[config.mk]
export PLATFORM = sky130hd
export DESIGN_NAME = module_mgmt_control_timing
export DESIGN_NICKNAME = d
export VERILOG_FILES = /design/src/rtl/mgmt_pkg.sv /design/src/rtl/mgmt_if.sv /design/src/rtl/module_mgmt_control_timing.sv /design/src/rtl/serial_target.sv /design/src/rtl/us_tick_gen.sv
export VERILOG_INCLUDE_DIRS = /design/src /design/src/rtl
export SDC_FILE = /design/constraint.sdc
export NUM_CORES = 2
export LEC_CHECK = 0
export ABC_CLOCK_PERIOD_IN_PS = 6000
export BUFFER_PORTS_ARGS = -buffer_cell sky130_fd_sc_hd__buf_4
export CAP_MARGIN = 5
export CORE_MARGIN = 1.5
export CORE_UTILIZATION = 55
export DETAILED_ROUTE_END_ITERATION = 8
export PLACE_DENSITY = 0.71
export SKIP_CTS_REPAIR_TIMING = 1
export SLEW_MARGIN = 5
export SYNTH_ARGS = -nofsm -noshare
export SYNTH_HDL_FRONTEND = slang
export SYNTH_SLANG_ARGS = --single-unit
[constraint.sdc]
create_clock -name clk -period 6 [get_ports clk]
set_input_delay 1.2 -clock clk [delete_from_list [all_inputs] [get_ports clk]]
set_output_delay 1.2 -clock clk [all_outputs]
set_load 0.02 [all_outputs]
[src/rtl/mgmt_cfg.svh]
// Constants for the module management block: timing, offsets, fields
`ifndef MGMT_CFG_SVH
`define MGMT_CFG_SVH

// ****************************************************************
// Timing
// ****************************************************************
`define CLK_MHZ          25
`define US_NS            1000
`define CYC_PER_US       ((`US_NS * `CLK_MHZ) / 1000)
`define RESET_MIN_NS     2000
`define RESET_MIN_CYC    ((`RESET_MIN_NS * `CLK_MHZ + 999) / 1000)
`define INIT_US_DEFAULT  1000

// ****************************************************************
// Serial responder
// ****************************************************************
`define SERIAL_ADDR      7'h50
`define LANES            4

// ****************************************************************
// Lower page offsets and fields
// ****************************************************************
`define A_STATUS         8'h02
`define A_LOS_FLAG       8'h03
`define A_FAULT_FLAG     8'h04
`define A_MOD_STATE      8'h06
`define A_PWR_CTRL       8'h5d
`define A_LOS_MASK       8'h64
`define A_FAULT_MASK     8'h65
`define A_PAGE_SEL       8'h7f
`define UPPER_BIT        7
`define DNR_BIT          0
`define PDOWN_BIT        0
`define ID_PAGE          8'h00

`endif

[src/rtl/mgmt_pkg.sv]
// Types shared by the module management block
`default_nettype none
package mgmt_pkg;

    typedef logic [7:0] byte_t;

    typedef enum logic [8:0] {
        ST_IDLE   = 9'h001,
        ST_ADDR   = 9'h002,
        ST_ACK_A  = 9'h004,
        ST_WRITE  = 9'h008,
        ST_ACK_W  = 9'h010,
        ST_RWAIT  = 9'h020,
        ST_READ   = 9'h040,
        ST_RACK   = 9'h080,
        ST_RFETCH = 9'h100
    } serial_state_e;

    typedef enum logic [2:0] {
        RS_HOLD = 3'h1,
        RS_INIT = 3'h2,
        RS_RUN  = 3'h4
    } reset_state_e;

endpackage
`default_nettype wire

[src/rtl/mgmt_if.sv]
// Byte access path from the serial responder to the register map
`default_nettype none
interface mgmt_if;
    logic        wr;
    logic        rd;
    logic [7:0]  addr;
    logic [7:0]  wdata;
    logic [7:0]  rdata;
    logic        enable;

    modport target (output wr, rd, addr, wdata, input rdata, enable);
    modport regs   (input wr, rd, addr, wdata, output rdata, enable);
endinterface
`default_nettype wire

[src/rtl/module_mgmt_control_timing.sv]
// Management and control logic of a pluggable optical module
//
// Chosen here: the address map and the address-and-strobe port.
`include "mgmt_cfg.svh"
`default_nettype none
module module_mgmt_control_timing #(
    parameter int unsigned INIT_US = `INIT_US_DEFAULT
) (
    input  wire logic       clk,
    input  wire logic       srst,
    input  wire logic       reset_n_in,
    input  wire logic       module_select_n,
    input  wire logic       low_power_request,
    input  wire logic       scl_in,
    input  wire logic       sda_in,
    output logic            sda_out,
    output logic            sda_oe_n,
    input  wire logic [3:0] rx_los_in,
    input  wire logic [3:0] tx_fault_in,
    output logic            irq_n_out,
    output logic            present_n_out,
    output logic            low_power_out,
    output logic            fully_functional,
    input  wire logic [7:0] reg_addr,
    input  wire logic [7:0] reg_wdata,
    input  wire logic       reg_wr,
    input  wire logic       reg_rd,
    output logic [7:0]      reg_rdata
);

    // ************************************************************
    // Pin synchronisers
    // ************************************************************
    localparam int PINS = 5 + 2 * `LANES;

    logic [PINS-1:0] pin_raw;
    logic [PINS-1:0] pin_meta;
    logic [PINS-1:0] pin_sync;
    logic [3:0]      tx_fault_s;
    logic [3:0]      rx_los_s;
    logic            sda_s;
    logic            scl_s;
    logic            lp_s;
    logic            sel_n_s;
    logic            rst_n_s;

    assign pin_raw = {tx_fault_in, rx_los_in, sda_in, scl_in,
                      low_power_request, module_select_n, reset_n_in};

    for (genvar i = 0; i < PINS; i++) begin : g_sync
        always_ff @(posedge clk) begin
            pin_meta[i] <= pin_raw[i];
            pin_sync[i] <= pin_meta[i];
        end
    end

    assign {tx_fault_s, rx_los_s, sda_s, scl_s, lp_s, sel_n_s, rst_n_s} =
        pin_sync;

    // ************************************************************
    // Time base
    // ************************************************************
    logic us_tick;

    us_tick_gen u_tick (
        .clk  (clk),
        .srst (srst),
        .tick (us_tick)
    );

    // ************************************************************
    // Reset pin filter and initialisation sequence
    // ************************************************************
    mgmt_pkg::reset_state_e rst_state;
    logic [5:0]  low_cnt;
    logic [20:0] init_cnt;
    logic        pin_reset;
    logic        in_hold;
    logic        init_done;

    // Glitches shorter than the minimum pulse never reach the logic
    always_ff @(posedge clk) begin
        if (srst || rst_n_s) begin
            low_cnt <= 6'h00;
        end else if (low_cnt != 6'(`RESET_MIN_CYC)) begin
            low_cnt <= low_cnt + 6'h01;
        end
    end

    assign pin_reset = (low_cnt == 6'(`RESET_MIN_CYC));
    assign in_hold   = (rst_state == mgmt_pkg::RS_HOLD);
    assign init_done = (rst_state == mgmt_pkg::RS_INIT) && us_tick &&
                       (init_cnt == 21'(INIT_US - 1));

    // Power-on and hot plug both arrive here as the system reset
    always_ff @(posedge clk) begin
        if (srst) begin
            rst_state <= mgmt_pkg::RS_INIT;
            init_cnt  <= 21'h000000;
        end else if (pin_reset) begin
            rst_state <= mgmt_pkg::RS_HOLD;
            init_cnt  <= 21'h000000;
        end else begin
            case (rst_state)
                mgmt_pkg::RS_HOLD: begin
                    if (rst_n_s) begin
                        rst_state <= mgmt_pkg::RS_INIT;
                    end
                end
                mgmt_pkg::RS_INIT: begin
                    if (init_done) begin
                        rst_state <= mgmt_pkg::RS_RUN;
                    end else if (us_tick) begin
                        init_cnt <= init_cnt + 21'h000001;
                    end
                end
                mgmt_pkg::RS_RUN: begin
                    rst_state <= mgmt_pkg::RS_RUN;
                end
                default: begin
                    rst_state <= mgmt_pkg::RS_HOLD;
                end
            endcase
        end
    end

    // ************************************************************
    // Serial responder
    // ************************************************************
    mgmt_if host ();
    logic serial_en;
    logic sda_drive;

    // Answers as soon as the pin reset is over; selection is a few
    // clocks of synchroniser delay, far inside the limit
    always_ff @(posedge clk) begin
        if (srst) begin
            serial_en <= 1'b0;
        end else begin
            serial_en <= !in_hold && !sel_n_s;
        end
    end

    assign host.enable = serial_en;

    serial_target u_target (
        .clk       (clk),
        .srst      (srst),
        .scl       (scl_s),
        .sda       (sda_s),
        .drive_low (sda_drive),
        .bus       (host)
    );

    // Open drain: only ever pulls low
    always_ff @(posedge clk) begin
        if (srst) begin
            sda_out  <= 1'b0;
            sda_oe_n <= 1'b1;
        end else begin
            sda_out  <= 1'b0;
            sda_oe_n <= !sda_drive;
        end
    end

    // ************************************************************
    // Control and mask registers
    // ************************************************************
    logic [3:0] los_mask;
    logic [3:0] fault_mask;
    logic       p_down;
    logic [7:0] page_sel;

    // Host writes win over a same-cycle local write to one register
    always_ff @(posedge clk) begin
        if (srst || in_hold) begin
            los_mask   <= 4'h0;
            fault_mask <= 4'h0;
            p_down     <= 1'b0;
            page_sel   <= 8'h00;
        end else begin
            if (host.wr && host.addr == `A_LOS_MASK) begin
                los_mask <= host.wdata[3:0];
            end else if (reg_wr && reg_addr == `A_LOS_MASK) begin
                los_mask <= reg_wdata[3:0];
            end
            if (host.wr && host.addr == `A_FAULT_MASK) begin
                fault_mask <= host.wdata[3:0];
            end else if (reg_wr && reg_addr == `A_FAULT_MASK) begin
                fault_mask <= reg_wdata[3:0];
            end
            if (host.wr && host.addr == `A_PWR_CTRL) begin
                p_down <= host.wdata[`PDOWN_BIT];
            end else if (reg_wr && reg_addr == `A_PWR_CTRL) begin
                p_down <= reg_wdata[`PDOWN_BIT];
            end
            if (host.wr && host.addr == `A_PAGE_SEL) begin
                page_sel <= host.wdata;
            end else if (reg_wr && reg_addr == `A_PAGE_SEL) begin
                page_sel <= reg_wdata;
            end
        end
    end

    // ************************************************************
    // Upper page identification memory
    // ************************************************************
    // Loaded locally only; the host sees it read-only through paging
    mgmt_pkg::byte_t id_mem [0:127];

    always_ff @(posedge clk) begin
        if (reg_wr && reg_addr[`UPPER_BIT] && page_sel == `ID_PAGE) begin
            id_mem[reg_addr[6:0]] <= reg_wdata;
        end
    end

    // ************************************************************
    // Flags, status and interrupt
    // ************************************************************
    logic [3:0] los_flag;
    logic [3:0] fault_flag;
    logic       init_flag;
    logic       dnr;
    logic       clr_los;
    logic       clr_fault;
    logic       clr_init;
    logic       low_power;

    assign clr_los   = host.rd && host.addr == `A_LOS_FLAG;
    assign clr_fault = host.rd && host.addr == `A_FAULT_FLAG;
    assign clr_init  = host.rd && host.addr == `A_STATUS;
    assign low_power = lp_s || p_down;

    // A condition present in the clearing cycle sets its flag again
    always_ff @(posedge clk) begin
        if (srst || in_hold) begin
            los_flag   <= 4'h0;
            fault_flag <= 4'h0;
            init_flag  <= 1'b0;
        end else begin
            los_flag   <= (clr_los ? 4'h0 : los_flag) | rx_los_s;
            fault_flag <= (clr_fault ? 4'h0 : fault_flag) |
                          tx_fault_s;
            init_flag  <= (clr_init ? 1'b0 : init_flag) | init_done;
        end
    end

    always_ff @(posedge clk) begin
        if (srst || in_hold) begin
            dnr <= 1'b1;
        end else if (init_done) begin
            dnr <= 1'b0;
        end
    end

    // Unmasked flags reach the pin one clock after they change
    always_ff @(posedge clk) begin
        if (srst || in_hold) begin
            irq_n_out <= 1'b1;
        end else begin
            irq_n_out <= !(init_flag || |(los_flag & ~los_mask) ||
                           |(fault_flag & ~fault_mask));
        end
    end

    always_ff @(posedge clk) begin
        if (srst) begin
            low_power_out    <= 1'b0;
            fully_functional <= 1'b0;
            present_n_out    <= 1'b0;
        end else begin
            low_power_out    <= low_power;
            fully_functional <= !dnr && !low_power;
            present_n_out    <= 1'b0;
        end
    end

    // ************************************************************
    // Read path
    // ************************************************************
    function automatic mgmt_pkg::byte_t read_byte(input logic [7:0] a);
        mgmt_pkg::byte_t v;
        v = 8'h00;
        if (a[`UPPER_BIT]) begin
            if (page_sel == `ID_PAGE) begin
                v = id_mem[a[6:0]];
            end
        end else if (a == `A_STATUS) begin
            v[`DNR_BIT] = dnr;
        end else if (a == `A_LOS_FLAG) begin
            v[3:0] = los_flag;
        end else if (a == `A_FAULT_FLAG) begin
            v[3:0] = fault_flag;
        end else if (a == `A_MOD_STATE) begin
            v[3:0] = {!sel_n_s, serial_en, !dnr, low_power};
        end else if (a == `A_PWR_CTRL) begin
            v[`PDOWN_BIT] = p_down;
        end else if (a == `A_LOS_MASK) begin
            v[3:0] = los_mask;
        end else if (a == `A_FAULT_MASK) begin
            v[3:0] = fault_mask;
        end else if (a == `A_PAGE_SEL) begin
            v = page_sel;
        end
        return v;
    endfunction

    always_ff @(posedge clk) begin
        if (srst) begin
            host.rdata <= 8'h00;
        end else if (host.rd) begin
            host.rdata <= read_byte(host.addr);
        end
    end

    // Local reads leave the flags alone so the host still sees them
    always_ff @(posedge clk) begin
        if (srst || !reg_rd) begin
            reg_rdata <= 8'h00;
        end else begin
            reg_rdata <= read_byte(reg_addr);
        end
    end

endmodule
`default_nettype wire

[src/rtl/serial_target.sv]
// Two-wire serial responder: address match, byte pointer, read and write
`include "mgmt_cfg.svh"
`default_nettype none
module serial_target (
    input  wire logic      clk,
    input  wire logic      srst,
    input  wire logic      scl,
    input  wire logic      sda,
    output logic           drive_low,
    mgmt_if.target         bus
);
    mgmt_pkg::serial_state_e state;
    logic [7:0] shreg;
    logic [7:0] ptr;
    logic [3:0] bitcnt;
    logic       scl_q;
    logic       sda_q;
    logic       have_ptr;
    logic       inc;
    logic       rise;
    logic       fall;
    logic       start;
    logic       stop;

    assign rise  = scl & ~scl_q;
    assign fall  = ~scl & scl_q;
    assign start = scl & scl_q & sda_q & ~sda;
    assign stop  = scl & scl_q & ~sda_q & sda;
    assign bus.addr = ptr;

    always_ff @(posedge clk) begin
        scl_q <= scl;
        sda_q <= sda;
    end

    // Deselect drops any transfer at once and releases the data line
    always_ff @(posedge clk) begin
        bus.wr <= 1'b0;
        bus.rd <= 1'b0;
        if (srst || !bus.enable) begin
            state     <= mgmt_pkg::ST_IDLE;
            drive_low <= 1'b0;
            bitcnt    <= 4'h0;
            shreg     <= 8'h00;
            have_ptr  <= 1'b0;
            inc       <= 1'b0;
            bus.wdata <= 8'h00;
            if (srst) begin
                ptr <= 8'h00;
            end
        end else if (start) begin
            state     <= mgmt_pkg::ST_ADDR;
            bitcnt    <= 4'h0;
            drive_low <= 1'b0;
        end else if (stop) begin
            state     <= mgmt_pkg::ST_IDLE;
            drive_low <= 1'b0;
        end else begin
            case (state)
                mgmt_pkg::ST_ADDR: begin
                    if (rise) begin
                        shreg  <= {shreg[6:0], sda};
                        bitcnt <= bitcnt + 4'h1;
                    end else if (fall && bitcnt == 4'h8) begin
                        if (shreg[7:1] == `SERIAL_ADDR) begin
                            drive_low <= 1'b1;
                            if (shreg[0]) begin
                                bus.rd <= 1'b1;
                                state  <= mgmt_pkg::ST_RWAIT;
                            end else begin
                                state <= mgmt_pkg::ST_ACK_A;
                            end
                        end else begin
                            state <= mgmt_pkg::ST_IDLE;
                        end
                    end
                end
                mgmt_pkg::ST_ACK_A: begin
                    if (fall) begin
                        drive_low <= 1'b0;
                        bitcnt    <= 4'h0;
                        have_ptr  <= 1'b0;
                        state     <= mgmt_pkg::ST_WRITE;
                    end
                end
                mgmt_pkg::ST_WRITE: begin
                    if (rise) begin
                        shreg  <= {shreg[6:0], sda};
                        bitcnt <= bitcnt + 4'h1;
                    end else if (fall && bitcnt == 4'h8) begin
                        drive_low <= 1'b1;
                        state     <= mgmt_pkg::ST_ACK_W;
                        inc       <= have_ptr;
                        have_ptr  <= 1'b1;
                        if (have_ptr) begin
                            bus.wr    <= 1'b1;
                            bus.wdata <= shreg;
                        end else begin
                            ptr <= shreg;
                        end
                    end
                end
                mgmt_pkg::ST_ACK_W: begin
                    if (fall) begin
                        drive_low <= 1'b0;
                        bitcnt    <= 4'h0;
                        state     <= mgmt_pkg::ST_WRITE;
                        if (inc) begin
                            ptr <= ptr + 8'h01;
                        end
                    end
                end
                mgmt_pkg::ST_RWAIT: begin
                    if (fall) begin
                        shreg     <= bus.rdata;
                        drive_low <= ~bus.rdata[7];
                        bitcnt    <= 4'h0;
                        state     <= mgmt_pkg::ST_READ;
                    end
                end
                mgmt_pkg::ST_READ: begin
                    if (fall) begin
                        if (bitcnt == 4'h7) begin
                            drive_low <= 1'b0;
                            state     <= mgmt_pkg::ST_RACK;
                        end else begin
                            shreg     <= {shreg[6:0], 1'b0};
                            drive_low <= ~shreg[6];
                            bitcnt    <= bitcnt + 4'h1;
                        end
                    end
                end
                mgmt_pkg::ST_RACK: begin
                    if (rise) begin
                        ptr   <= ptr + 8'h01;
                        state <= sda ? mgmt_pkg::ST_IDLE
                                     : mgmt_pkg::ST_RFETCH;
                    end
                end
                mgmt_pkg::ST_RFETCH: begin
                    bus.rd <= 1'b1;
                    state  <= mgmt_pkg::ST_RWAIT;
                end
                default: begin
                    state <= mgmt_pkg::ST_IDLE;
                end
            endcase
        end
    end
endmodule
`default_nettype wire

[src/rtl/us_tick_gen.sv]
// One-microsecond enable pulse divided from the system clock
`include "mgmt_cfg.svh"
`default_nettype none
module us_tick_gen (
    input  wire logic clk,
    input  wire logic srst,
    output logic      tick
);
    logic [4:0] cnt;

    always_ff @(posedge clk) begin
        if (srst) begin
            cnt  <= 5'h00;
            tick <= 1'b0;
        end else if (cnt == 5'(`CYC_PER_US - 1)) begin
            cnt  <= 5'h00;
            tick <= 1'b1;
        end else begin
            cnt  <= cnt + 5'h01;
            tick <= 1'b0;
        end
    end
endmodule
`default_nettype wire

# Word level (Yosys, flattened, before mapping)
# Memory sizes are Yosys's and may differ from the RTL's. A register that Yosys moved wholly into a read port is not among the register bits.
# Index checks and enable logic that the tools add are counted.
# op_classes
reduce_logical	65
multipliers	0
n_lt_le_gt_ge	0
eq_ne	70
bitwise_logic	26
n_shift	0
mux	125
div_mod_pow	0
n_addsub	5
# op_table
cell	count
8-bit 2-to-1 mux	41
4-bit 2-to-1 mux	30
9-bit 2-to-1 mux	10
8-bit by 7-bit == test with 1-bit output, second input constant	8
9-bit one-hot mux with 7 select lines	1
8-bit one-hot mux with 3 select lines	2
7-bit 2-to-1 mux	5
8-bit by 2-bit == test with 1-bit output, second input constant	4
8-bit by 3-bit == test with 1-bit output, second input constant	4
4-bit by 1-bit inequality test with 1-bit output, second input constant	7
9-bit AND reduction	3
1-bit 2-to-1 mux	24
2-bit by 1-bit inequality test with 1-bit output, second input constant	11
21-bit by 1-bit adder with 21-bit output, second input constant	1
21-bit by 10-bit == test with 1-bit output, second input constant	1
1-bit logical AND	18
6-bit AND reduction	3
2-bit inequality test, second input constant	8
6-bit 2-to-1 mux	2
3-bit by 1-bit inequality test with 1-bit output, second input constant	4
3-bit inequality test, second input constant	4
1-bit inverter	12
4-bit one-hot mux with 3 select lines	1
10-bit AND reduction	1
47 further kinds	86
# word_totals
latchBits	0
memories	1
wordCells	352
register_bits	154
rom_bits	0
mem_bits_rw	1024
# memory_table
name	words	width	rd	rd_ports_with_merged_regs	wr	line	rtl
id_mem	128	8	2	1	1	module_mgmt_control_timing.sv:209	mgmt_pkg::byte_t id_mem [0:127];

# Logic depth before layout (Yosys ltp)
# depth
depth_word	20
depth_mapped	12
mapped_depth_nobuf	9

# Cells and area by module
# A second synthesis with hierarchy kept.
# hier_totals
hier_cells	3206
hier_area_um2	55132.9
# modules_own_cells
mod	area_per_inst_um2	cells_each	instances
module_mgmt_control_timing	52465.3	2912	1
serial_target	2391.0	269	1
us_tick_gen	276.5	25	1

# Least setup slack after synthesis
# Ideal clock, no wire load.
# synth_timing
path_type	input -> register
from	input reg_addr[1]
to	memory id_mem[27][0] (netlist bit) (enable)
path_buffers	6
cell_stages	8
t_arrival_ps	3286
path_slack_ps	2343
setup_time_ps	371
path_cell_list	buf_2 > buf_2 > buf_2 > clkbuf_1 > clkbuf_1 > nand3_1 > clkbuf_1 > nor2_1
# synth_rtl
element	line	rtl
from (decl)	module_mgmt_control_timing.sv:24	input wire logic [7:0] reg_addr,
to (decl)	module_mgmt_control_timing.sv:209	
# Straight into the memory's write port.

# Worst setup path after layout
# layout_timing
from	register page_sel[5]
to	memory id_mem[120][4] (netlist bit) (enable)
# layout_via
elab_chain_cells	4
# layout_rtl
element	line	rtl
from (decl)	module_mgmt_control_timing.sv:172	logic [7:0] page_sel;
from (signal assigned)	module_mgmt_control_timing.sv:198	page_sel <= host.wdata;
from (signal assigned)	module_mgmt_control_timing.sv:200	page_sel <= reg_wdata;
8-bit zero test (no source line)	n/a	
1-bit logical AND (no source line)	n/a	
1-bit 2-to-1 mux	module_mgmt_control_timing.sv:212	if (reg_wr && reg_addr[`UPPER_BIT] && page_sel == `ID_PAGE) begin
1-bit 2-to-1 mux (not written as such)	module_mgmt_control_timing.sv:213	id_mem[reg_addr[6:0]] <= reg_wdata;
# No other way between the ends.

==> run metrics <==
status finished, final reports clean; initial antenna violation count 3; CP startpoint kind register; crit path buf inv count 2; full die area 102000 um^2; setup slack at placement 1270 ps; via count 35300; Final nets 3469; FP Rows 115; Pwr per Cell Area 292 nW/um^2; layout cell share with drive strength beyond 1 25.8%; Synth Instances 3339; Syn Area/Cell 16.5 um^2; min Tclk post-route 4430 ps; Leak 19.4 nW; vias in the first global route 35300; Main synth FF type edfxtp_1; iteration count of the initial detailed-routing pass 6; unrepaired setup endpoints after global routing no; Max Root-Sink Buffers 3; CP max stage delay 1010 ps; WP data required 6320 ps; CP startpoint page_sel[5]; number of synthesized flops with an enable pin 1032; Yosys warnings 0; setup TNS 0 ps; crit-path leading delay family simple AND/OR/NAND/NOR gates; gpl congestion 1.02; final period utilization 73.9%; Core Util, Final 62.0%; min-delay src pin_meta[6]; DRC Markers 0; CP max FO 11; number of buffers created by CTS 120; critical-path cell list nor4_1 > and3_1 > buf_4 > and3_1 > nand2_1 > buf_12 > nor2_1; WL/cell 36.3 um; initial drt markers 5570; Slowest-stage cell, CP nor4_1; Synth Register Bits 1185; largest net degree at the start of global routing 88; first-pass GRT wire length 250 mm; Layout Skew 34.9 ps; # setup viols final 0; CP arrival 4750 ps; synth-to-layout area growth 11.4%; fmax 226 MHz; Netlist cell types 90; Ports 47; ant diodes 0; CTS tree done; Clk Latency, worst-skew pair 730 ps; CTS root buf clkbuf_16; Worst-path clk slew 60 ps; Setup WS post-layout 1570 ps; Hold WC Path Type reg2reg; Via density 7.34; depth of the CTS H-tree 3; CP most frequent cell and3_1; max-slew violations 0; fraction of registers with async set/reset 0%; reg-to-reg critical path startpoint page_sel[5]; initial core utilization 55.7%; headroom to the max-slew limit 8.49%; chip height 319 um; VDD IR-drop max 0.359 mV; gr ovfl total 0; top cells by count, synth 1032 x edfxtp_1, 477 x mux4_2, 296 x nor2_1, 173 x mux2i_1, 153 x dfxtp_1; top cell type's share of synthesized area 56.3%; leading area contributor after synthesis edfxtp_1; Synth area leaders edfxtp_1 56%, mux4_2 20%, dfxtp_1 5.6%; max_cap viols 0; Core ar. 98900 um^2; Port Buffers 44; CTS Sinks 1185; CP endpoint kind register; GRT Total Usage 34.3%; crit path kind reg2reg; Detail Placement HPWL 117 mm; mapped cell area 55100 um^2; final-report hold violation count 0; Fill cells 7045; actual slew at the worst max-slew pin 1350 ps; most frequent cell after synthesis edfxtp_1; Antenna Violating Nets Remaining 0; Seq/Total Area, Yosys 61.8%; routed wire length 175 mm; die width 319 um
-- metal layers --
layer  up-vias  part of all wire (%)  GRT usage, %
met5         -                0.0063             0
met3       569                    13          9.43
li1      13900                     -             -
met4         2                   6.7          19.3
met2      2842                    46          52.7
met1     18000                    34          44.5
-- per-stage QoR --
stage               hold slack (ps)  area, um^2  total power [mW]  cells
floorplan                       310       55100              9.85   3340
global placement                317       57300              10.3   4590
detailed placement              315       57300              10.4   4590
CTS                             326       61300              17.9   4816
global route                    341       61300              18.3   4816
finish                          325       61300              17.9   4816
-- final timing paths --
| path | to | slack [ps] | cells after the start |
|---|---|---|---|
| min | pin_sync[6] | 330 | 0 |
| max reg2reg | id_mem[120][4] | 1570 | 7 |
| min reg2reg | pin_sync[6] | 330 | 0 |
| max | id_mem[120][4] | 1570 | 7 |
-- power by group --
group	switching, mW	internal, mW	leakage, nW
logic	0.771	0.420	6.92
clock network	3.23	4.47	1.97
registers	0.0570	8.98	10.5
total	4.05	13.9	19.4
-- area by class of cell --
type	instances	area, um^2	share of cell area [%]
flip-flops and latches	1185	34100	55.5
multi-input cells	1888	19800	32.4
clock buffers	138	3180	5.18
repair buffers	194	1630	2.66
well taps	1287	1610	2.63
clock inverters	88	863	1.41
inverters	36	135	0.220
-- placed cells by master (no fill, tap or decap), drive strengths merged, types with 18 or more instances in the layout --
cell type and n:
nor3 25, o21ai 45, dfxtp 153, nor2b 28
mux2i 173, a211oi 66, nand2 137, buf 194
clkinv 59, nor4 20, mux2 29, nand3 68
clkbuf 138, xor2 22, o221ai 24, inv 40
a21oi 99, nand2b 19, a22oi 65, mux4 477
a31oi 19, edfxtp 1032, o22ai 42, nor2 297
and3 18
-- flip-flops by register name, summed over array words and instances (netlist names), 4 cells and up, named ones only --
signal and flops:
id_mem 1024, init_cnt 21, pin_meta 13, u_target.state 9
host.rdata 8, page_sel 8, pin_sync 8, reg_rdata 8
u_target.bus.addr 8, u_target.bus.wdata 8, u_target.shreg 8, low_cnt 6
u_tick.cnt 5, fault_flag 4, fault_mask 4, los_flag 4
los_mask 4, u_target.bitcnt 4
-- cells by family after synthesis --
kind of cell / count (synthesis) / synth area share [%]
compound gates: 468 / 5.89
xor+xnor: 36 / 0.573
fa+ha+maj: 11 / 0.250
buf+inv: 267 / 2.19
flops: 1185 / 61.8
mux: 679 / 23.3
other cells: 1 / 0.00681
simple gates: 692 / 5.97
-- worst register-to-register path: stages, from the launching register on --
cell     delay [ps]
dfxtp_1         420
nor4_1         1010
and3_1          290
buf_4           210
and3_1          270
nand2_1         530
buf_12          390
nor2_1          940
(Power assumes the default switching activity.)
